$ cat config.mk
export PLATFORM = sky130hd
export DESIGN_NAME = pic_controller
export DESIGN_NICKNAME = d
export VERILOG_FILES = /design/src/hw/pic_pkg.sv /design/src/hw/pic_vector_rom.sv /design/src/hw/pic_controller.sv
export VERILOG_INCLUDE_DIRS = /design/src /design/src/hw
export SDC_FILE = /design/constraint.sdc
export NUM_CORES = 1
export LEC_CHECK = 0
export BUFFER_PORTS_ARGS = -buffer_cell sky130_fd_sc_hd__buf_2
export CORE_ASPECT_RATIO = 1.25
export CORE_MARGIN = 2
export CORE_UTILIZATION = 50
export CTS_CLUSTER_SIZE = 12
export DETAILED_ROUTE_END_ITERATION = 10
export PLACE_DENSITY = 0.77
export RECOVER_POWER = 50
export SYNTH_ARGS = -nofsm -noshare
export SYNTH_HDL_FRONTEND = slang
export SYNTH_SLANG_ARGS = --single-unit
$ cat constraint.sdc
create_clock -name clk -period 4.1 [get_ports clk]
set_input_delay 0 -clock clk [delete_from_list [all_inputs] [get_ports clk]]
set_output_delay 0 -clock clk [all_outputs]
set_load 0.1 [all_outputs]
$ cat src/hw/pic_cfg.svh
/*
  Constants of the prioritized interrupt controller: level numbers, vectors,
  opcodes, control codes, timing counts.
  Assumes a 125 MHz core clock and an instruction-cycle enable from the core.
*/
`ifndef PIC_CFG_SVH
`define PIC_CFG_SVH

`define PIC_LEVELS 8
`define PIC_LVL_SOFT0 3'h0
`define PIC_LVL_KEY 3'h1
`define PIC_LVL_PADLO 3'h2
`define PIC_LVL_TMR1 3'h3
`define PIC_LVL_TMR0 3'h4
`define PIC_LVL_PSSLOW 3'h5
`define PIC_LVL_PSFAST 3'h6
`define PIC_LVL_PADHI 3'h7

`define PIC_VEC0 12'h040
`define PIC_VEC1 12'h080
`define PIC_VEC2 12'h0C0
`define PIC_VEC3 12'h100
`define PIC_VEC4 12'h140
`define PIC_VEC5 12'h180
`define PIC_VEC6 12'h1C0
`define PIC_VEC7 12'h1E0

`define PIC_OPC0 8'hC8
`define PIC_OPC1 8'hD0
`define PIC_OPC2 8'hD8
`define PIC_OPC3 8'hE0
`define PIC_OPC4 8'hE8
`define PIC_OPC5 8'hF0
`define PIC_OPC6 8'hF8
`define PIC_OPC7 8'hFC

`define PIC_CTRL_RESET 4'hF
`define PIC_CTRL_HI_EN 3
`define PIC_CTRL_LO_EN 2
`define PIC_CTRL_HI_NEG 1
`define PIC_CTRL_LO_NEG 0

`define PIC_LAT_MIN 3
`define PIC_LAT_MAX 5

`endif

$ cat src/hw/pic_pkg.sv
/*
  Types of the prioritized interrupt controller.
  Assumes pic_cfg.svh is included by the design files.
*/
`default_nettype none
package pic_pkg;
  typedef logic [2:0] pic_level_t;
  typedef enum logic [2:0] {
    PIC_RUN = 3'h1,
    PIC_ACK = 3'h2,
    PIC_SLEEP = 3'h4
  } pic_state_e;
endpackage
`default_nettype wire

$ cat src/hw/pic_vector_rom.sv
/*
  Vector and opcode table of the eight levels, registered read data.
  Assumes a level index stable one clock before the data are used.
*/
`include "pic_cfg.svh"
`default_nettype none
module pic_vector_rom
  import pic_pkg::*;
(
  input wire logic clk,
  input wire logic nrst,
  input wire pic_level_t level,
  output logic [11:0] vector,
  output logic [7:0] opcode
);
  logic [11:0] vectorNext;
  logic [7:0] opcodeNext;
  logic [11:0] vector_reg;
  logic [7:0] opcode_reg;

  always_comb
  begin
    unique case (level)
      3'h0:
      begin
        vectorNext = `PIC_VEC0;
        opcodeNext = `PIC_OPC0;
      end
      3'h1:
      begin
        vectorNext = `PIC_VEC1;
        opcodeNext = `PIC_OPC1;
      end
      3'h2:
      begin
        vectorNext = `PIC_VEC2;
        opcodeNext = `PIC_OPC2;
      end
      3'h3:
      begin
        vectorNext = `PIC_VEC3;
        opcodeNext = `PIC_OPC3;
      end
      3'h4:
      begin
        vectorNext = `PIC_VEC4;
        opcodeNext = `PIC_OPC4;
      end
      3'h5:
      begin
        vectorNext = `PIC_VEC5;
        opcodeNext = `PIC_OPC5;
      end
      3'h6:
      begin
        vectorNext = `PIC_VEC6;
        opcodeNext = `PIC_OPC6;
      end
      3'h7:
      begin
        vectorNext = `PIC_VEC7;
        opcodeNext = `PIC_OPC7;
      end
    endcase
  end

  always_ff @(posedge clk)
  begin
    if (!nrst)
    begin
      vector_reg <= 12'h000;
      opcode_reg <= 8'h00;
    end
    else
    begin
      vector_reg <= vectorNext;
      opcode_reg <= opcodeNext;
    end
  end

  assign vector = vector_reg;
  assign opcode = opcode_reg;
endmodule
`default_nettype wire

$ cat src/hw/pic_controller.sv
/*
  Prioritized interrupt controller: edge detection, pending and active
  registers, priority decode, acknowledge and sleep sequencing.
  Assumes the core gives a one-cycle instrDone pulse per instruction end,
  and one-cycle pulses for enable, disable, return and port accesses.
*/
// Implementation choices: the plain strobed port.
`include "pic_cfg.svh"
`default_nettype none
module pic_controller
  import pic_pkg::*;
(
  input wire logic clk,
  input wire logic nrst,
  input wire logic instrDone,
  input wire logic irqEnableInstr,
  input wire logic irqDisableInstr,
  input wire logic returnFromIrqInstr,
  input wire logic sleepInstr,
  input wire logic extPadHigh,
  input wire logic extPadLow,
  input wire logic prescalerFastIrq,
  input wire logic prescalerSlowIrq,
  input wire logic timer0Irq,
  input wire logic timer1Irq,
  input wire logic [3:0] keyLines,
  input wire logic keyPullDown,
  input wire logic keyAtLevel4,
  input wire logic keyPortWrite,
  input wire logic keyPortRead,
  input wire logic [7:0] softTrigger,
  input wire logic ctrlWrite,
  input wire logic [3:0] ctrlData,
  output logic irqRequest,
  output logic ackCycle,
  output logic pushPc,
  output logic [11:0] vectorAddr,
  output logic [7:0] irqOpcode,
  output logic irqEnableFlag,
  output logic sleeping,
  output logic oscRestart,
  output logic [7:0] pendingBits,
  output logic [7:0] activeBits
);
  pic_state_e state_reg, state_next;
  logic [7:0] pending_reg, pending_next;
  logic [7:0] active_reg, active_next;
  logic ien_reg, ien_next;
  logic keyArmed_reg, keyArmed_next;
  logic [3:0] ctrl_reg, ctrl_next;
  logic [3:0] keyPrev_reg;
  logic padHiPrev_reg, padLoPrev_reg;
  logic [7:0] hwReq;
  logic [7:0] req;
  logic keyEdge, padHiEdge, padLoEdge;
  logic [2:0] topPend;
  logic [2:0] topActive;
  logic anyActive;
  logic anyPending;
  logic higher;
  logic [2:0] selLevel_reg, selLevel_next;
  logic [7:0] clearMask;
  logic [11:0] romVector;
  logic [7:0] romOpcode;

  // Edge detection on key port and pads
  always_comb
  begin
    keyEdge = 1'b0;
    for (int i = 0; i < 4; i++)
    begin
      if (keyPullDown)
        keyEdge = keyEdge | (keyLines[i] & ~keyPrev_reg[i]);
      else
        keyEdge = keyEdge | (~keyLines[i] & keyPrev_reg[i]);
    end
    keyEdge = keyEdge & keyArmed_reg;
    padHiEdge = ctrl_reg[`PIC_CTRL_HI_EN] &
      (ctrl_reg[`PIC_CTRL_HI_NEG] ? (padHiPrev_reg & ~extPadHigh)
                                  : (~padHiPrev_reg & extPadHigh));
    padLoEdge = ctrl_reg[`PIC_CTRL_LO_EN] &
      (ctrl_reg[`PIC_CTRL_LO_NEG] ? (padLoPrev_reg & ~extPadLow)
                                  : (~padLoPrev_reg & extPadLow));
  end

  // Request vector per level
  always_comb
  begin
    hwReq = 8'h00;
    hwReq[`PIC_LVL_PADHI] = padHiEdge;
    hwReq[`PIC_LVL_PSFAST] = prescalerFastIrq;
    hwReq[`PIC_LVL_PSSLOW] = prescalerSlowIrq;
    hwReq[`PIC_LVL_TMR0] = timer0Irq | (keyEdge & keyAtLevel4);
    hwReq[`PIC_LVL_TMR1] = timer1Irq;
    hwReq[`PIC_LVL_PADLO] = padLoEdge;
    hwReq[`PIC_LVL_KEY] = keyEdge & ~keyAtLevel4;
    req = hwReq | softTrigger;
  end

  // Priority decode of pending and active
  always_comb
  begin
    topPend = 3'h0;
    topActive = 3'h0;
    for (int i = 0; i < `PIC_LEVELS; i++)
    begin
      if (pending_reg[i] && !active_reg[i])
        topPend = 3'(i);
      if (active_reg[i])
        topActive = 3'(i);
    end
    anyActive = |active_reg;
    anyPending = |(pending_reg & ~active_reg);
    higher = anyPending && (!anyActive || topPend > topActive);
  end

  // Sequencer, pending, active, enable and port state
  always_comb
  begin
    state_next = state_reg;
    ien_next = ien_reg;
    active_next = active_reg;
    selLevel_next = selLevel_reg;
    clearMask = 8'h00;
    keyArmed_next = keyArmed_reg;
    ctrl_next = ctrl_reg;
    if (keyPortWrite)
      keyArmed_next = 1'b1;
    else if (keyPortRead)
      keyArmed_next = 1'b0;
    if (ctrlWrite)
      ctrl_next = ctrlData;
    if (irqEnableInstr)
      ien_next = 1'b1;
    if (irqDisableInstr)
      ien_next = 1'b0;
    unique case (state_reg)
      PIC_RUN:
      begin
        if (returnFromIrqInstr && anyActive)
        begin
          clearMask[topActive] = 1'b1;
          active_next[topActive] = 1'b0;
          ien_next = 1'b1;
          if (active_reg == clearMask && !higher)
            state_next = PIC_SLEEP;
        end
        else if (sleepInstr)
        begin
          ien_next = 1'b1;
          state_next = PIC_SLEEP;
        end
        else if (instrDone && ien_reg && higher)
        begin
          selLevel_next = topPend;
          state_next = PIC_ACK;
        end
      end
      PIC_ACK:
      begin
        active_next[selLevel_reg] = 1'b1;
        state_next = PIC_RUN;
      end
      PIC_SLEEP:
      begin
        if (|pending_reg)
          state_next = PIC_RUN;
      end
    endcase
    pending_next = (pending_reg & ~clearMask) | req;
  end

  always_ff @(posedge clk)
  begin
    if (!nrst)
    begin
      state_reg <= PIC_RUN;
      pending_reg <= 8'h00;
      active_reg <= 8'h00;
      ien_reg <= 1'b0;
      selLevel_reg <= 3'h0;
      keyArmed_reg <= 1'b0;
      ctrl_reg <= `PIC_CTRL_RESET;
      keyPrev_reg <= 4'h0;
      padHiPrev_reg <= 1'b0;
      padLoPrev_reg <= 1'b0;
    end
    else
    begin
      state_reg <= state_next;
      pending_reg <= pending_next;
      active_reg <= active_next;
      ien_reg <= ien_next;
      selLevel_reg <= selLevel_next;
      keyArmed_reg <= keyArmed_next;
      ctrl_reg <= ctrl_next;
      keyPrev_reg <= keyLines;
      padHiPrev_reg <= extPadHigh;
      padLoPrev_reg <= extPadLow;
    end
  end

  pic_vector_rom u_rom (
    .clk(clk),
    .nrst(nrst),
    .level(selLevel_next),
    .vector(romVector),
    .opcode(romOpcode)
  );

  assign irqRequest = higher && ien_reg;
  assign ackCycle = (state_reg == PIC_ACK);
  assign pushPc = (state_reg == PIC_ACK);
  assign vectorAddr = romVector;
  assign irqOpcode = romOpcode;
  assign irqEnableFlag = ien_reg;
  assign sleeping = (state_reg == PIC_SLEEP);
  assign oscRestart = (state_reg == PIC_SLEEP) && (|pending_reg);
  assign pendingBits = pending_reg;
  assign activeBits = active_reg;

  // Latency helper: instruction ends seen while a request waits
  logic [3:0] waitCnt;
  always_ff @(posedge clk)
  begin
    if (!nrst || !irqRequest || ackCycle)
      waitCnt <= 4'h0;
    else if (instrDone && waitCnt != 4'hF)
      waitCnt <= waitCnt + 4'h1;
  end

  AST_PEND_HELD: assert property (@(posedge clk) disable iff (!nrst)
    pending_reg[0] && !ien_reg && !returnFromIrqInstr |=> pending_reg[0])
    else $error("pending bit lost while disabled");
  AST_REQ_LATCH: assert property (@(posedge clk) disable iff (!nrst)
    softTrigger[0] |=> pending_reg[0])
    else $error("software trigger not latched");
  AST_RTI_CLEAR: assert property (@(posedge clk) disable iff (!nrst)
    state_reg == PIC_RUN && returnFromIrqInstr && active_reg == 8'h80
    && !softTrigger[7] && !hwReq[7] |=> !active_reg[7] && !pending_reg[7])
    else $error("return did not clear level");
  AST_NO_REQ_DISABLED: assert property (@(posedge clk) disable iff (!nrst)
    !ien_reg |-> !irqRequest)
    else $error("request while disabled");
  AST_ACK_AFTER_DONE: assert property (@(posedge clk) disable iff (!nrst)
    $rose(ackCycle) |-> $past(instrDone) && $past(ien_reg))
    else $error("acknowledge without instruction end");
  AST_ACK_ONE: assert property (@(posedge clk) disable iff (!nrst)
    ackCycle |=> !ackCycle && active_reg[$past(selLevel_reg)])
    else $error("acknowledge did not mark active");
  AST_VECTOR_TOP: assert property (@(posedge clk) disable iff (!nrst)
    ackCycle && selLevel_reg == `PIC_LVL_PADHI |-> vectorAddr == `PIC_VEC7
    && irqOpcode == `PIC_OPC7)
    else $error("wrong top vector");
  AST_WAKE: assert property (@(posedge clk) disable iff (!nrst)
    sleeping && (|pending_reg) |=> !sleeping)
    else $error("no wake on request");
  AST_RESET_CTRL: assert property (@(posedge clk)
    !nrst |=> ctrl_reg == 4'hF && pending_reg == 8'h00)
    else $error("reset state wrong");
  AST_LATENCY: assert property (@(posedge clk) disable iff (!nrst)
    waitCnt <= 4'(`PIC_LAT_MAX))
    else $error("latency exceeded");
  AST_KEY_DISARM: assert property (@(posedge clk) disable iff (!nrst)
    keyPortRead && !keyPortWrite |=> !keyArmed_reg)
    else $error("key port not disarmed");

  COV_ACK: cover property (@(posedge clk) disable iff (!nrst) ackCycle);
  COV_SLEEP: cover property (@(posedge clk) disable iff (!nrst) $rose(sleeping));
  COV_NEST: cover property (@(posedge clk) disable iff (!nrst) $countones(active_reg) == 2);
  COV_KEY: cover property (@(posedge clk) disable iff (!nrst) keyEdge);
endmodule
`default_nettype wire

==> summary.txt, run 1 <==
detailed-route wire length -> 6.016 mm
top cell family by delay on the critical path -> simple AND/OR/NAND/NOR gates
Hold Worst Slack -> 9.915 ps
most common library cell in the layout ignoring fill and taps -> buf_2
violation count after the first detailed-route iteration -> 83
number of buffer and inverter stages on the critical path -> 1
Synth Instances -> 270
I/O pin total -> 76
starting density of the core -> 0.5157
clock buffer depth -> 2
leakage power summed over all cells -> 1.281 nW
Final Max Tran Viols -> 0
outcome -> complete, no violations
Worst Max-Slew Pin Slew -> 1196 ps
number of distinct library cell variants in the gate-level netlist after synthesis -> 49
fin area -> 2942 µm²
core area -> 4392 µm²
floorplan die area -> 5087 µm²
Residual DRC -> 0
number of warnings issued by yosys -> 0
weighted congestion at the end of routability-driven global placement -> 0.9764
most frequent cells in the layout -> 41 x buf_2, 39 x dfxtp_1, 32 x nor2_1
TritonCTS buffer count -> 5
nets@finish -> 402
part of the Yosys area used for sequential elements -> 0.3448
Worst-Skew Late Latency -> 310 ps
Worst EP arrival -> 3620 ps
netlist area before placement -> 2265 µm²
remaining antenna violation count -> 0
clock transition at the register clock pins on the worst setup and hold paths after CTS -> 90 ps
count of input and output buffers -> 65
all-layer global routing usage -> 0.2417
final total power -> 1.989 mW
critical path required time -> 4330 ps
number of maximum-capacitance violations -> 0
path type of the worst setup path -> flop to flop
proportion of layout cells with a drive suffix above 1 -> 0.1783
Post-synth EDFFs -> 0
largest net degree at the start of global routing -> 29
headroom to the max-slew limit -> 0.2063
initial antenna violation count -> 0
setup skew after layout -> 17.17 ps
Std-Cell Rows -> 27
primary flip-flop cell chosen by synthesis mapping -> dfxtp_1
routed via count divided by cell count -> 5.456
Resized Gates After CTS -> 0
Setup violations, final -> 0
Hold Crit Class -> primary input to flop
Final Util -> 0.6698
vertical extent of the die -> 79.25 µm
number of synthesized register bits -> 39
number of antenna cells inserted -> 0
minimum period implied by the final worst setup slack -> 3389 ps
number of clock sinks seen by CTS -> 39
Final Hold Violating Endpoints -> 0
CTS tree -> done
Pwr Density -> 676.2 nW/µm²
via count of the first global-routing pass -> 2103
routed len/inst -> 14.43 µm
drt first pass iters -> 5
largest fanout on the critical path -> 10
sum of net half-perimeters after detailed placement -> 4.153 mm
maximum clock rate -> 295.1 MHz
number of H-tree levels -> 2
ys async rst share -> 0
average cell area after synthesis -> 8.388 µm²
Setup TNS -> 0 ps
Slowest-stage cell, CP -> dfxtp_1
cell chosen for the clock root -> clkbuf_8
capturing element type of the critical path -> flop
RSZ-0062 raised after global routing -> false
overall die width -> 64.20 µm
Post-Place Cell Area -> 2556 µm²
GR Overflow Total -> 0
critical path startpoint category -> flop
wire length of the first global-routing pass -> 9.425 mm
synthesis-to-layout area growth -> 29.89%
Crit path largest cell delay -> 540 ps
cell chain of the critical path -> nor2b_1, nor4_4, inv_1, ha_1, o311a_1, a2bb2oi_1, nand3_1, o211ai_2, nand4_2, mux2i_1, ha_1, nand2_1, mux2i_1
maximum resistive drop on vdd -> 0.3424 mV
vias -> 2275
fraction of the cycle the final worst path needs -> 0.8266
==> worst reg2reg max path, cell delays in order (launching register included) <==
cell and delay, ps:
dfxtp_1 540, nor2b_1 180, nor4_4 340, inv_1 110
ha_1 320, o311a_1 200, a2bb2oi_1 240, nand3_1 130
o211ai_2 260, nand4_2 270, mux2i_1 210, ha_1 330
nand2_1 50, mux2i_1 150
==> final timing paths <==
check	depth (start not counted)	to	slack, ps	startpoint
min reg2reg	2	pendingBits[3]	530	pendingBits[3]
max	13	u_rom.opcode[4]	710	activeBits[6]
min	3	state_reg[1]	10	sleepInstr
max reg2reg	13	u_rom.opcode[4]	710	activeBits[6]
==> area by class of cell <==
class                   instances  area [µm²]
well taps                      58       72.57
inverters                      11       41.29
multi-input cells             205        1329
flip-flops and latches         39       780.7
clock buffers                   5       68.82
clock inverters                 3       46.29
fillers                       386        1450
repair buffers                 96       603.1
==> cell usage after synthesis (3+ instances only) <==
master / count / area, µm²
dfxtp_1: 39 / 780.8
nor2_1: 32 / 120.1
a21oi_1: 21 / 105.1
nand2_1: 21 / 78.83
buf_4: 16 / 120.1
ha_1: 10 / 125.1
inv_1: 10 / 37.54
mux2i_1: 9 / 90.09
nor2b_1: 9 / 56.30
a211oi_1: 8 / 60.06
nand3_1: 8 / 40.04
o21ai_0: 8 / 40.04
nand2b_1: 7 / 43.79
o31ai_1: 6 / 45.04
a31oi_1: 5 / 31.28
and2_1: 5 / 31.28
clkbuf_1: 5 / 18.77
nand4_1: 3 / 18.77
nor2b_2: 3 / 26.28
nor3_1: 3 / 15.01
nor3b_1: 3 / 22.52
o2111ai_1: 3 / 26.28
or4_1: 3 / 22.52
==> repair_timing <==
item	CTS	global route
setup buffers	0	0
hold buffers	30	0
endpoints found under the hold margin	21	0
==> cell families (layout without fill, tap and decap cells) <==
kind of cell | Yosys count | count (layout) | share of synthesized area
other | 1 | 10 | 0.001656
adder cells (fa/ha/maj) | 10 | 10 | 0.05525
AO/OA/AOI/OAI | 67 | 67 | 0.2028
buffers and inverters | 35 | 115 | 0.08564
AND/OR/NAND/NOR | 109 | 109 | 0.2702
flip-flops | 39 | 39 | 0.3448
multiplexers | 9 | 9 | 0.03978
==> power by group <==
part / switching, mW / internal, mW / total (mW)
registers: 0.0869 / 0.436 / 0.523
logic: 0.825 / 0.314 / 1.14
clock network: 0.144 / 0.183 / 0.327
total: 1.06 / 0.934 / 1.99
==> layer usage <==
metal  vias to the layer above  routed length (µm)  share of wire  track usage
met4                         0                 134          0.022      0.09574
li1                       1123                   -              -            -
met3                        11                 424          0.070      0.06091
met2                        92                3099           0.52       0.4573
met5                         -                   0              0            0
met1                      1049                2357           0.39       0.2511
==> metrics by stage <==
step                      setup WS, ps  cells
final                            711.1    417
after CTS                        743.7    417
after detailed placement         768.1    379
after global placement           887.8    379
after global routing             432.9    417
after floorplan                  300.7    279
(Power assumes the default switching activity.)
==> run 2: changes to the inputs <==
--- a/config.mk
+++ b/config.mk
@@ -6,13 +6,14 @@
 export SDC_FILE = /design/constraint.sdc
 export NUM_CORES = 1
 export LEC_CHECK = 0
+export ABC_AREA = 1
 export BUFFER_PORTS_ARGS = -buffer_cell sky130_fd_sc_hd__buf_2
 export CORE_ASPECT_RATIO = 1.25
 export CORE_MARGIN = 2
-export CORE_UTILIZATION = 50
+export CORE_UTILIZATION = 51
 export CTS_CLUSTER_SIZE = 12
 export DETAILED_ROUTE_END_ITERATION = 10
-export PLACE_DENSITY = 0.77
+export PLACE_DENSITY = 0.79
 export RECOVER_POWER = 50
 export SYNTH_ARGS = -nofsm -noshare
 export SYNTH_HDL_FRONTEND = slang
==> constraint.sdc (replaced) <==
create_clock -name clk -period 3.5 [get_ports clk]
set_input_delay 0 -clock clk [delete_from_list [all_inputs] [get_ports clk]]
set_output_delay 0 -clock clk [all_outputs]
set_load 0.1 [all_outputs]
==> run 2 against run 1 <==
- area after synthesis is 1.4% higher
- combinational power is 36% higher
- core utilization hardly changed
- die area is 0.52% lower
- non-clock buffer count is 4 lower
- critical path depth is 5 higher
==> summary.txt, run 2 <==
non-filler cells, final -> 476 (was 417)
adder-cell share of the synthesized area -> 0.05447 (was 0.05525)
capturing element type of the critical path -> flop (unchanged)
maximum clock rate -> 371.6 MHz (was 295.1 MHz)
critical path required time -> 3700 ps (was 4330 ps)
R2R depth -> 18 (was 13)
clock transition at the register clock pins on the worst setup and hold paths after CTS -> 80 ps (was 90 ps)
end of the worst register-to-register path -> u_rom.opcode[4] (unchanged)
Final Max Tran Viols -> 0 (unchanged)
Synth Instances -> 330 (was 270)
routed via count divided by cell count -> 4.983 (was 5.456)
Hold Crit Class -> primary input to flop (unchanged)
hold path cells -> 3 (unchanged)
nets@finish -> 461 (was 402)
primary flip-flop cell chosen by synthesis mapping -> dfxtp_1 (unchanged)
total setup buffers inserted after CTS -> 0 (unchanged)
Post-synth EDFFs -> 0 (unchanged)
Worst Max-Slew Pin Slew -> 1193 ps (was 1196 ps)
GR Overflow Total -> 0 (unchanged)
Final Hold Violating Endpoints -> 0 (unchanged)
synthesis-to-layout area growth -> 27.02% (was 29.89%)
largest net degree at the start of global routing -> 24 (was 29)
share of the synthesized area in the top cell type -> 0.3399 (was 0.3448)
routed len/inst -> 12.54 µm (was 14.43 µm)
Residual DRC -> 0 (unchanged)
number of distinct library cell variants in the gate-level netlist after synthesis -> 36 (was 49)
remaining antenna violation count -> 0 (unchanged)
xor-xnor portion of the synthesized cell area -> 0 (unchanged)
leakage power summed over all cells -> 1.449 nW (was 1.281 nW)
I/O pin total -> 76 (unchanged)
starting density of the core -> 0.5271 (was 0.5157)
headroom to the max-slew limit -> 0.2081 (was 0.2063)
Std-Cell Rows -> 27 (unchanged)
top cells by instance count after synthesis -> 79 x nand2_1, 45 x inv_1, 39 x dfxtp_1 (was 39 x dfxtp_1, 32 x nor2_1, 21 x a21oi_1, 21 x nand2_1, 16 x buf_4)
detailed-route wire length -> 5.970 mm (was 6.016 mm)
synthesized-area fraction occupied by ao, oa, aoi and oai cells -> 0.1106 (was 0.2028)
number of H-tree levels -> 2 (unchanged)
all-layer global routing usage -> 0.2472 (was 0.2417)
vias -> 2372 (was 2275)
largest fanout on the critical path -> 4 (was 10)
outcome -> complete, no violations (unchanged)
number of antenna cells inserted -> 0 (unchanged)
setup skew after layout -> 3.798 ps (was 17.17 ps)
wire length of the first global-routing pass -> 9.763 mm (was 9.425 mm)
Hold Worst Slack -> 10.24 ps (was 9.915 ps)
core area -> 4358 µm² (was 4392 µm²)
clock buffer depth -> 2 (unchanged)
number of clock sinks seen by CTS -> 39 (unchanged)
count of input and output buffers -> 65 (unchanged)
Pwr Density -> 839.4 nW/µm² (was 676.2 nW/µm²)
path type of the worst setup path -> flop to flop (unchanged)
overall die width -> 64.03 µm (was 64.20 µm)
library cell occupying the most area in the post-synthesis netlist -> dfxtp_1 (unchanged)
most common library cell in the layout ignoring fill and taps -> nand2_1 (was buf_2)
via count of the first global-routing pass -> 2361 (was 2103)
library cell with the highest instance count after synthesis -> nand2_1 (was dfxtp_1)
number of warnings issued by yosys -> 0 (unchanged)
simple logic cell fraction of the synthesized area -> 0.3475 (was 0.2702)
number of synthesized register bits -> 39 (unchanged)
part of the Yosys area used for sequential elements -> 0.3399 (was 0.3448)
RSZ-0062 raised after global routing -> false (unchanged)
sum of net half-perimeters after detailed placement -> 4.172 mm (was 4.153 mm)
flop2flop setup slack -> 810 ps (was 710 ps)
minimum period implied by the final worst setup slack -> 2691 ps (was 3389 ps)
most frequent cells in the layout -> 79 x nand2_1, 45 x inv_1, 39 x dfxtp_1, 39 x buf_2, 31 x nor2_1 (was 41 x buf_2, 39 x dfxtp_1, 32 x nor2_1)
vertical extent of the die -> 79.04 µm (was 79.25 µm)
Setup TNS -> 0 ps (unchanged)
proportion of synthesized area in mux cells -> 0 (was 0.03978)
largest cells by area after synthesis -> dfxtp_1 34%, nand2_1 13%, inv_1 7.4% (was dfxtp_1 34%, ha_1 5.5%, buf_4 5.3%)
initial antenna violation count -> 0 (unchanged)
proportion of layout cells with a drive suffix above 1 -> 0.1890 (was 0.1783)
TritonCTS buffer count -> 5 (unchanged)
CP Capture Point -> u_rom.opcode[4] (unchanged)
violation count after the first detailed-route iteration -> 104 (was 83)
Reg2Reg Launch Point -> activeBits[7] (was activeBits[6])
number of maximum-capacitance violations -> 0 (unchanged)
Worst-Skew Late Latency -> 300 ps (was 310 ps)
Worst EP arrival -> 2890 ps (was 3620 ps)
drt first pass iters -> 4 (was 5)
maximum resistive drop on vdd -> 0.3543 mV (was 0.3424 mV)
Setup violations, final -> 0 (unchanged)
netlist area before placement -> 2297 µm² (was 2265 µm²)
weighted congestion at the end of routability-driven global placement -> 0.8814 (was 0.9764)
combinational family with the most area after synthesis -> simple AND/OR/NAND/NOR gates (unchanged)
floorplan die area -> 5061 µm² (was 5087 µm²)
Critical Path Start -> activeBits[7] (was activeBits[6])
fraction of the cycle the final worst path needs -> 0.7690 (was 0.8266)
average cell area after synthesis -> 6.961 µm² (was 8.388 µm²)
CTS tree -> done (unchanged)
ys async rst share -> 0 (unchanged)
cell chosen for the clock root -> clkbuf_8 (unchanged)
placed cell count -> 441 (was 379)
critical path startpoint category -> flop (unchanged)
[run 2: changes by cell type after synthesis, moves of 8 or more]
| cell | delta |
|---|---|
| a21oi_1 | -9 |
| inv_1 | +35 |
| mux2i_1 | -9 |
| nand2_1 | +58 |
| nand2_2 | +8 |
| nor2b_1 | -9 |
[run 2: area by class of cell]
class,instances,area (µm²)
repair buffers,92,563.0
flip-flops and latches,39,780.7
well taps,58,72.57
clock inverters,3,20.02
inverters,52,195.2
clock buffers,5,68.82
fillers,381,1440
multi-input cells,227,1217
[run 2: per-stage QoR]
step           worst slack [ps]  cell area, µm²  total power [mW]  utilization
3_5_place_dp              865.3            2591             2.122       0.5946
4_1_cts                   829.9            2950             2.454       0.6770
3_3_place_gp               1013            2591             2.104       0.5946
2_1_floorplan             355.8            2333             1.871            -
6_report                  808.7            2918             2.449       0.6695
5_1_grt                   558.1            2918             2.605       0.6695
[run 2: worst min-delay path by stage]
stage	start	to	slack [ps]
after detailed placement	extPadLow	padLoPrev_reg	210
after global routing	irqEnableInstr	irqEnableFlag	10
after CTS	softTrigger[7]	pendingBits[7]	10
after floorplan	nrst	u_rom.opcode[6]	30
after global placement	extPadLow	padLoPrev_reg	200
final	irqEnableInstr	irqEnableFlag	10
[run 2: critical path: stages, from the launching register on]
cell and delay [ps]:
dfxtp_1 460, inv_2 110, nand2_4 90, nand2_2 50
nor2_1 170, inv_1 100, ha_1 300, nand2_1 70
nor2_2 100, nand3_1 90, nand3_2 130, nand3_2 120
nor2_4 140, nand2_1 80, nand2_2 90, inv_2 50
ha_1 290, nor2_1 110, nor2_1 50
[run 2: cell families after synthesis]
family | count (synthesis)
other cells | 1
buf+inv | 73
flops | 39
fa+ha+maj | 10
simple gates | 165
compound gates | 42
[run 2: per-layer routing]
metal  GRT usage  wire (µm)  up-vias
met1      0.2484       2354     1060
met2      0.4688       3120       85
met5           0          0        -
li1            -          -     1206
met4      0.1217        195        0
met3     0.05666        298       21
[run 2: power by group]
group / leakage (nW) / switching, mW / internal, mW / total (mW)
logic: 1.09 / 1.20 / 0.356 / 1.55
registers: 0.323 / 0.0709 / 0.519 / 0.590
clock network: 0.0402 / 0.168 / 0.139 / 0.307
total: 1.45 / 1.44 / 1.01 / 2.45
[run 2: timing repair]
action / 4_1_cts / 5_1_grt
gates resized for setup: 0 / 0
hold buffers: 27 / 0
endpoints found under the hold margin: 18 / 0
setup endpoints to repair: 0 / 0
